## src/core/uart_irq_pkg.sv

```systemverilog
// Purpose: Constants, register map and state layout for the serial port interrupt and baud logic
// Assumes: APB slave, 32-bit data, one register per aligned word
// Notes: Only the low byte of each register is used
// Notes on behaviour
// Transmit empty is third priority, cleared by write/ident read
// Modem change is fourth priority, cleared by status read
// Timeout bit set only in FIFO mode
// Enable register upper four bits read zero
// Enable bit 3 unmasks modem change source
// Enable bit 2 unmasks receive line errors
// Enable bit 1 unmasks transmit holding empty
// Enable bit 0 unmasks receive ready and timeout
// All enables clear means no interrupt on uart_irq; event_irq does not use the enables
// Normal speed divides reference by divisor, minimum one
// Two byte registers form sixteen bit divisor
// Baud output pulses at sixteen times bit rate
// High speed applies divisor to raw input clock
// Scratch register reads back freely, no side effect
// Pre-divider selectable: 13, 1.625 or 1.0
// Line errors first, receive ready/timeout second
// Control bit gates interrupt output pin overall
// Identification encodes highest pending; bit 0 high when idle
package uart_irq_pkg;
   localparam logic [7:0] ADDR_IER = 8'h00;
   localparam logic [7:0] ADDR_DLL = 8'h04;
   localparam logic [7:0] ADDR_DLM = 8'h08;
   localparam logic [7:0] ADDR_SCR = 8'h0c;
   localparam logic [7:0] ADDR_IIR = 8'h10;
   localparam logic [7:0] ADDR_CFG = 8'h14;
   localparam logic [7:0] ADDR_EVS = 8'h18;
   localparam logic [7:0] ADDR_EVM = 8'h1c;
   localparam int EN_RX = 0;
   localparam int EN_LERR = 2;
   localparam int EN_TX = 1;
   localparam int EN_MODEM = 3;
   localparam int CFG_FIFO_EN = 0;
   localparam int CFG_PRE_LO = 1;
   localparam int CFG_HS_LO = 3;
   localparam int CFG_PIN_EN = 5;
   localparam int EV_LERR = 0;
   localparam int EV_TIMEOUT = 1;
   localparam int EV_TX = 2;
   localparam int EV_MODEM = 3;
   localparam logic [1:0] PRE_13 = 2'h0;
   localparam logic [1:0] PRE_1P625 = 2'h1;
   localparam logic [1:0] HS_ON = 2'h3;
   localparam logic [6:0] FRAC_STEP = 7'h08;
   localparam logic [6:0] FRAC_MOD_13 = 7'h68;
   localparam logic [6:0] FRAC_MOD_1P625 = 7'h0d;
   localparam logic [6:0] FRAC_MOD_1P0 = 7'h08;
   localparam int CHAR_TICKS = 160;
   localparam int TIMEOUT_CHARS = 4;
   localparam logic [9:0] TIMEOUT_TICKS = 10'(CHAR_TICKS * TIMEOUT_CHARS);
   localparam logic [3:0] ID_NONE = 4'h1;
   localparam logic [3:0] ID_LERR = 4'h6;
   localparam logic [3:0] ID_RX = 4'h4;
   localparam logic [3:0] ID_TIMEOUT = 4'hc;
   localparam logic [3:0] ID_TX = 4'h2;
   localparam logic [3:0] ID_MODEM = 4'h0;
   localparam logic [1:0] ID_FIFO_MARK = 2'h3;
   localparam logic [15:0] DIV_RESET = 16'h0000;

   typedef struct packed {
      logic [3:0] ier;
      logic [7:0] dll;
      logic [7:0] dlm;
      logic [7:0] scr;
      logic [5:0] cfg;
      logic [3:0] ev_status;
      logic [3:0] ev_mask;
      logic thre_pend;
      logic lerr_pend;
      logic tx_empty_prev;
      logic [9:0] to_cnt;
      logic to_pend;
      logic [6:0] frac_acc;
      logic [15:0] div_cnt;
      logic baud16;
      logic [31:0] prdata;
      logic pready;
      logic pslverr;
      logic uart_irq;
      logic event_irq;
   } state_s;
endpackage : uart_irq_pkg

```

## src/core/uart_irq_baud.sv

```systemverilog
// Purpose: Interrupt enable/identification and baud generator of a serial port, APB slave
// Assumes: ref_tick is a one-cycle strobe at the 24 MHz reference rate, synchronous to clk
// Notes: Every access takes one access cycle; register map in the package
//
// The register addresses and the APB register port are this design's own decisions.
`timescale 1ns/1ns
`default_nettype none
module uart_irq_baud
   import uart_irq_pkg::*;
(
   input wire logic clk,
   input wire logic srst,
   input wire logic psel,
   input wire logic penable,
   input wire logic pwrite,
   input wire logic [31:0] paddr,
   input wire logic [31:0] pwdata,
   output logic [31:0] prdata,
   output logic pready,
   output logic pslverr,
   input wire logic ref_tick,
   input wire logic line_error,
   input wire logic line_status_read,
   input wire logic rx_ready_level,
   input wire logic rx_data_present,
   input wire logic rx_fifo_access,
   input wire logic tx_holding_empty,
   input wire logic tx_holding_write,
   input wire logic [3:0] modem_changed,
   output logic baud16_tick,
   output logic uart_irq,
   output logic event_irq
);
   state_s q, d;
   logic setup, access, wr_en, rd_en;
   logic [7:0] addr;
   logic [3:0] id_code;
   logic [7:0] id_byte;
   logic [3:0] ev_set;
   logic [6:0] frac_mod, frac_sum;
   logic pre_tick;
   logic [15:0] divisor, div_eff;
   logic src_lerr, src_rx, src_to, src_tx, src_modem;
   logic [31:0] rd_word;
   logic rd_ok;

   always_comb begin
      d = q;
      setup = psel & ~penable;
      access = psel & penable & q.pready;
      wr_en = access & pwrite;
      rd_en = access & ~pwrite;
      addr = paddr[7:0];
      divisor = {q.dlm, q.dll};
      div_eff = (divisor == 16'h0000) ? 16'h0001 : divisor;

      // Enabled sources in priority order
      src_lerr = q.lerr_pend & q.ier[EN_LERR];
      src_rx = rx_ready_level & q.ier[EN_RX];
      src_to = q.to_pend & q.cfg[CFG_FIFO_EN] & q.ier[EN_RX];
      src_tx = q.thre_pend & q.ier[EN_TX];
      src_modem = (|modem_changed) & q.ier[EN_MODEM];
      if (src_lerr) begin
         id_code = ID_LERR;
      end else if (src_rx) begin
         id_code = ID_RX;
      end else if (src_to) begin
         id_code = ID_TIMEOUT;
      end else if (src_tx) begin
         id_code = ID_TX;
      end else if (src_modem) begin
         id_code = ID_MODEM;
      end else begin
         id_code = ID_NONE;
      end
      id_byte = {(q.cfg[CFG_FIFO_EN] ? ID_FIFO_MARK : 2'h0), 2'h0, id_code};

      // Read mux, prepared in the setup cycle so that prdata is a flop
      rd_ok = 1'b1;
      case (addr)
         ADDR_IER: rd_word = {28'h0, q.ier};
         ADDR_DLL: rd_word = {24'h0, q.dll};
         ADDR_DLM: rd_word = {24'h0, q.dlm};
         ADDR_SCR: rd_word = {24'h0, q.scr};
         ADDR_IIR: rd_word = {24'h0, id_byte};
         ADDR_CFG: rd_word = {26'h0, q.cfg};
         ADDR_EVS: rd_word = {28'h0, q.ev_status};
         ADDR_EVM: rd_word = {28'h0, q.ev_mask};
         default: begin
            rd_word = 32'h0;
            rd_ok = 1'b0;
         end
      endcase
      d.pready = setup;
      d.pslverr = setup & ~rd_ok;
      d.prdata = (setup & ~pwrite) ? rd_word : 32'h0;

      if (wr_en) begin
         case (addr)
            ADDR_IER: d.ier = pwdata[3:0];
            ADDR_DLL: d.dll = pwdata[7:0];
            ADDR_DLM: d.dlm = pwdata[7:0];
            ADDR_SCR: d.scr = pwdata[7:0];
            ADDR_CFG: d.cfg = pwdata[5:0];
            ADDR_EVM: d.ev_mask = pwdata[3:0];
            default: ;
         endcase
      end

      // Transmit empty: set on rising empty, cleared by new data or by an ident read that showed it
      // The held read word is what the host sees, so a source change during access cannot clear it
      d.tx_empty_prev = tx_holding_empty;
      if (tx_holding_write || (rd_en && addr == ADDR_IIR && q.prdata[3:0] == ID_TX)) begin
         d.thre_pend = 1'b0;
      end
      if (tx_holding_empty & ~q.tx_empty_prev) begin
         d.thre_pend = 1'b1;
      end

      // Line error pending; a new error in the clear cycle wins
      if (line_status_read) begin
         d.lerr_pend = 1'b0;
      end
      if (line_error) begin
         d.lerr_pend = 1'b1;
      end

      // Timeout: four character times of baud ticks with data and no FIFO access
      if (rx_fifo_access || !rx_data_present || !q.cfg[CFG_FIFO_EN]) begin
         d.to_cnt = 10'h0;
         d.to_pend = 1'b0;
      end else if (q.baud16 && q.to_cnt != TIMEOUT_TICKS) begin
         d.to_cnt = q.to_cnt + 10'h1;
         if (q.to_cnt + 10'h1 == TIMEOUT_TICKS) begin
            d.to_pend = 1'b1;
         end
      end

      // Pre-divider as fractional accumulator: modulus/8 reference ticks per step
      case (q.cfg[CFG_PRE_LO +: 2])
         PRE_13: frac_mod = FRAC_MOD_13;
         PRE_1P625: frac_mod = FRAC_MOD_1P625;
         default: frac_mod = FRAC_MOD_1P0;
      endcase
      pre_tick = 1'b0;
      frac_sum = q.frac_acc + FRAC_STEP;
      if (q.cfg[CFG_HS_LO +: 2] == HS_ON) begin
         pre_tick = ref_tick;
         d.frac_acc = 7'h0;
      end else if (ref_tick) begin
         if (frac_sum >= frac_mod) begin
            d.frac_acc = frac_sum - frac_mod;
            pre_tick = 1'b1;
         end else begin
            d.frac_acc = frac_sum;
         end
      end

      // Divisor counter gives the 16x pulse to transmitter and receiver
      d.baud16 = 1'b0;
      if (pre_tick) begin
         if (q.div_cnt + 16'h1 >= div_eff) begin
            d.div_cnt = 16'h0;
            d.baud16 = 1'b1;
         end else begin
            d.div_cnt = q.div_cnt + 16'h1;
         end
      end

      // Sticky event status, write one to clear; a set in the same cycle wins
      ev_set = 4'h0;
      ev_set[EV_LERR] = line_error;
      ev_set[EV_TIMEOUT] = d.to_pend & ~q.to_pend;
      ev_set[EV_TX] = tx_holding_empty & ~q.tx_empty_prev;
      ev_set[EV_MODEM] = |modem_changed;
      if (wr_en && addr == ADDR_EVS) begin
         d.ev_status = q.ev_status & ~pwdata[3:0];
      end
      d.ev_status = d.ev_status | ev_set;
      d.event_irq = |(d.ev_status & d.ev_mask);

      // Interrupt pin: any enabled pending source, gated by the control bit
      d.uart_irq = (id_code != ID_NONE) & q.cfg[CFG_PIN_EN];
   end

   always_ff @(posedge clk) begin
      if (srst) begin
         q <= '0;
         q.dll <= DIV_RESET[7:0];
         q.dlm <= DIV_RESET[15:8];
      end else begin
         q <= d;
      end
   end

   assign prdata = q.prdata;
   assign pready = q.pready;
   assign pslverr = q.pslverr;
   assign baud16_tick = q.baud16;
   assign uart_irq = q.uart_irq;
   assign event_irq = q.event_irq;
endmodule : uart_irq_baud
`default_nettype wire

```

## config.mk

```make
export PLATFORM = sky130hd
export DESIGN_NAME = uart_irq_baud
export DESIGN_NICKNAME = d
export VERILOG_FILES = /design/src/core/uart_irq_pkg.sv /design/src/core/uart_irq_baud.sv
export SDC_FILE = /design/constraint.sdc
export NUM_CORES = 1
export LEC_CHECK = 0
export ABC_AREA = 1
export BUFFER_PORTS_ARGS = -buffer_cell sky130_fd_sc_hd__buf_4
export CAP_MARGIN = 0
export CORE_MARGIN = 3
export CORE_UTILIZATION = 55
export CTS_CLUSTER_SIZE = 12
export DETAILED_ROUTE_END_ITERATION = 16
export GPL_TIMING_DRIVEN = 0
export PLACE_DENSITY = 0.82
export RECOVER_POWER = 25
export SLEW_MARGIN = 0
export SYNTH_ARGS = -nofsm -noshare
export SYNTH_HDL_FRONTEND = slang
export SYNTH_SLANG_ARGS = --single-unit
export TNS_END_PERCENT = 1
```

## constraint.sdc

```tcl
create_clock -name clk -period 3 [get_ports clk]
set_clock_uncertainty 0.15 [all_clocks]
set_input_delay 0.3 -clock clk [delete_from_list [all_inputs] [get_ports clk]]
set_output_delay 0.3 -clock clk [all_outputs]
set_load 0.01 [all_outputs]
```

Yosys cells after proc, flatten, opt, wreduce, memory -nomap -nowiden
Cells that the tools add are included.
- $add $sub $neg: 4
- order comparisons: 2
- equal/unequal tests: 13
- mux-type cells: 26
- bitwise operators: 27
- reductions and logical operators: 26
- operator list (operator ; count):
    one-hot mux 8 bit (8 select lines) ; 1
    == test 8 x 5 -> 1 bit, second input constant ; 4
    2-to-1 mux 16 bit ; 2
    2-to-1 mux 4 bit ; 6
    adder 16 x 1 -> 16 bit, second input constant ; 1
    AND 1 bit ; 16
    == test 8 x 4 -> 1 bit, second input constant ; 2
    >= comparator 16 bit ; 1
    zero test 16 bit ; 1
    one-hot mux 7 bit (2 select lines) ; 1
    2-to-1 mux 1 bit ; 13
    adder 10 x 1 -> 10 bit, second input constant ; 1
    == test 10 bit, second input constant ; 1
    inequality test 10 bit, second input constant ; 1
    AND reduction 2 bit ; 5
    AND 4 bit ; 2
    == test 8 x 3 -> 1 bit, second input constant ; 1
    zero test 8 bit ; 1
    OR reduction 2 bit ; 4
    OR reduction 4 bit ; 2
    OR reduction 8 bit ; 1
    adder 7 x 4 -> 7 bit, second input constant ; 1
    >= comparator 7 bit ; 1
    2-to-1 mux 7 bit ; 1
    other kinds (14) ; 28
- bits in registers: 116
- bits of input ports: 81
- output and inout bits: 37
- logic and storage cells: 118

Depth between registers and ports, before layout
- depth after elaboration: 9
- gate-level depth with buffers: 19
- depth with buffers taken out: 18

Worst setup path before layout
No wires, ideal clock.
- kind: register to register
- from: reg q[37] (netlist name)
- to: reg q[51] (netlist name)
- setup time: 0.117 ns
- arrival time: 2.270 ns
- slack: 0.463 ns
- cell stages (with the launch flop): 19
- buffers on the path: 1
- clock period less this slack: 2.537 ns
- cell sequence: dfxtp_1 > ha_1 > nand3_1 > inv_1 > nand2_1 > nor3_1 > xor2_1 > inv_1 > ha_1 > nand2_1 > inv_1 > nand3_1 > nor2_1 > nand3_1 > nand3_1 > nand2_4 > nand2_4 > buf_6 > nor2_1
- longest elaborated chain between the ends: 3
- RTL lines (item ; line ; source):
    start: declaration ; uart_irq_baud.sv:34 ; state_s q, d;
    adder 16 x 1 -> 16 bit * ; uart_irq_baud.sv:162, uart_irq_baud.sv:166 ;
    >= comparator 16 bit ; uart_irq_baud.sv:162 ; if (q.div_cnt + 16'h1 >= div_eff) begin
    2-to-1 mux 16 bit * ; uart_irq_baud.sv:162 ;
Every way passes the cells marked *; elsewhere a longest branch is shown, timed or not.
A chain may end at the register's enable or synchronous reset.

Worst setup path after layout
- from: reg q[39] (netlist name)
- to: reg q[47] (netlist name)
The elaborated chain is that of the path after synthesis.

==> impl_metrics.json <==
{
  "synth_top_family_by_area": "simple AND/OR/NAND/NOR gates",
  "syn_inst": 810,
  "clk_path_buf_depth": 2,
  "synth_warnings": 0,
  "cts-buffers-inserted": 9,
  "cap_violations": 0,
  "portBuffers": 44,
  "cts_root_buffer": "clkbuf_8",
  "fin_nets": 998,
  "end_kind": "flip-flop",
  "finalMaxSlewViolations": 0,
  "critPathMaxFanout": 10,
  "cts_tree": "done",
  "hold_violations": 0,
  "viasPerCell": 5.218,
  "setup_tns_ns": 0,
  "setup_viol": 0,
  "grt_max_degree": 17,
  "hp-class": "in -> reg",
  "met1_usage": 0.3219,
  "path_clk_slew_ns": 0.10,
  "antenna_found_initial": 0,
  "synth_edf_count": 0,
  "synthArstFlopShare": 0,
  "drc": 0,
  "dp.cells": 1010,
  "netlist_area_um2": 5540,
  "synth_ff_type": "dfxtp_1",
  "synthSimpleGateAreaFrac": 0.2913,
  "grt-busiest-layer": "met2",
  "dieArea_um2": 11310,
  "status": "finished clean",
  "grtUsageMet3": 0.04675,
  "irDropWorstVdd_mv": 0.2478,
  "drt-wirelength-per-cell_um": 13.40,
  "core_area_um2": 9774,
  "fmaxAchievable_mhz": 357.0,
  "die_y_um": 106.4,
  "wirelength_um": 13790,
  "yosys-mux-area-fraction": 0,
  "rrSetupSlack_ns": 0.20,
  "ys_seq_elements": 92,
  "cp.buffers_inverters": 4,
  "rows": 36,
  "final_common_cell": "nand2_1",
  "cts_sinks": 92,
  "detail_route.iter0.violations": 436,
  "tightestPinTransition_ns": 0.5551,
  "p_leak_nw": 2.820,
  "area_growth_syn_to_layout_pct": 14.18,
  "place_area_um2": 6123,
  "vias": 5369,
  "synth.avg_cell_area_um2": 6.840,
  "ys_types": 41,
  "use_met2": 0.3910,
  "final_area_um2": 6326,
  "fin_cells": 1029,
  "yosys.area_share.adder": 0.05872,
  "cp_top_family": "simple AND/OR/NAND/NOR gates",
  "htreeDepth": 3,
  "crit_arrival_ns": 2.91,
  "grt_overflow": 0,
  "ant_nets": 0,
  "synth_compound_area_frac": 0.1533,
  "p_total_mw": 2.317,
  "io_pins": 118,
  "grt_usage": 0.2412,
  "post-route-period-util": 0.9338,
  "crit_type": "reg -> reg",
  "final.min_clock_period_ns": 2.801,
  "critPathMaxStageDelay_ns": 0.39,
  "start_util": 0.5668,
  "synth_xor_area_frac": 0.02055,
  "cp_slowest_cell": "dfxtp_2",
  "slew_headroom": 0.6286,
  "post-place-ws_ns": -0.05938,
  "layout_common_cells": "nand2_1 (152), inv_1 (115), nor2_1 (100), dfxtp_1 (87), o21ai_0 (65)",
  "crit_path_start_kind": "flip-flop",
  "required_ns": 3.11,
  "n_antenna_cell": 0,
  "seq_area_frac_synth": 0.3324,
  "dp_hpwl_um": 10340,
  "grt_first_pass_wirelength_um": 22220,
  "drive_above_1_share": 0.1518,
  "fin_ws_ns": 0.1987,
  "crit_chain": "inv_1 -> nor3_4 -> nand2_2 -> nor2_1 -> nor2_1 -> nor2_2 -> inv_1 -> ha_1 -> nand2_1 -> inv_1 -> nand3_1 -> nor2_2 -> nand3_1 -> nand3_2 -> nand2_4 -> nand2_4 -> buf_6 -> nor2_1",
  "powerDensity_nw_per_um2": 366.3,
  "grt_pass1_vias": 4855,
  "fp.dieW_um": 106.4,
  "place.gp.congestion": 0.9382,
  "drtPass1Iterations": 6,
  "clock_latency_ns": 0.37
}
-- what timing repair did --
item | in CTS | in global routing
endpoints found under the setup margin | 10 | 16
setup buffers | 0 | 2
gates resized for setup | 2 | 18
endpoints found under the hold margin | 1 | 0
hold buffers | 1 | 0
pin swaps | 0 | 6
-- state kept, by name, indices dropped and copies added (netlist names) --
signal and flops:
baud16_tick 1, pready 1, pslverr 1, uart_irq 1, prdata 8, divisor 16, q 63, event_irq 1
-- layout make-up --
class | count | area [µm²]
clock buffer | 10 | 127.6
clock inverter | 6 | 71.32
timing repair buffer | 47 | 306.5
tap | 133 | 166.4
sequential | 92 | 1851
buffer | 45 | 330.3
inverter | 123 | 461.7
multi-input combinational | 573 | 3012
fill | 879 | 3448
-- worst min-delay path, cell delays in order --
cell and delay (ns):
buf_4 0.07, inv_1 0.03, nand2_1 0.05, a21oi_1 0.05
-- Yosys cell counts, types with 5 or more instances --
library cell / instances / area (µm²)
xor2_1: 13 / 113.9
nor2_1: 98 / 367.9
inv_2: 7 / 26.28
ha_1: 26 / 325.3
buf_4: 32 / 240.2
o21ai_1: 10 / 50.05
dfxtp_1: 92 / 1842
a21oi_1: 62 / 310.3
nand4_1: 8 / 50.05
nand2_1: 153 / 574.3
buf_6: 5 / 56.30
nand3_1: 46 / 230.2
nor2_4: 13 / 146.4
inv_1: 116 / 435.4
o21ai_0: 66 / 330.3
nor3_1: 8 / 40.04
nand2_4: 5 / 56.30
-- per-stage QoR --
stage / hold WS [ns] / utilization
2_1_floorplan: 0.2749 / -
3_3_place_gp: 0.3004 / 0.6265
3_5_place_dp: 0.3121 / 0.6265
4_1_cts: 0.01906 / 0.6486
5_1_grt: 0.01770 / 0.6472
6_report: 0.02014 / 0.6472
-- cell families (layout without fill, tap and decap cells) --
kind of cell | Yosys count | count (layout)
adders and majority gates | 26 | 26
and+or+nand+nor | 352 | 352
AOI/OAI and AO/OA | 158 | 158
xor gates and xnor gates | 13 | 13
DFF | 92 | 92
other | 1 | 24
buffers and inverters | 168 | 231
-- final timing paths --
kind                            cells past startpoint                  to                from
worst max-delay path                               18  q[47]$_SDFFE_PP0P_  q[39]$_SDFFE_PP0P_
worst min-delay path                                4  q[72]$_SDFFE_PP0P_    line_status_read
worst max register to register                     18  q[47]$_SDFFE_PP0P_  q[39]$_SDFFE_PP0P_
worst min register to register                      2  q[72]$_SDFFE_PP0P_  q[72]$_SDFFE_PP0P_
-- power by group --
part           internal [mW]  switching [mW]
Clock                  0.393           0.470
Sequential              1.23         0.00945
Combinational         0.0882           0.124
Total                   1.71           0.604
-- routing by layer --
| layer | up-vias | wire (µm) |
|---|---|---|
| met5 | - | 0 |
| met4 | 0 | 316 |
| met3 | 36 | 1111 |
| met2 | 222 | 6281 |
| met1 | 2396 | 6082 |
| li1 | 2715 | - |
No activity file was read; power rests on OpenSTA's default activity.
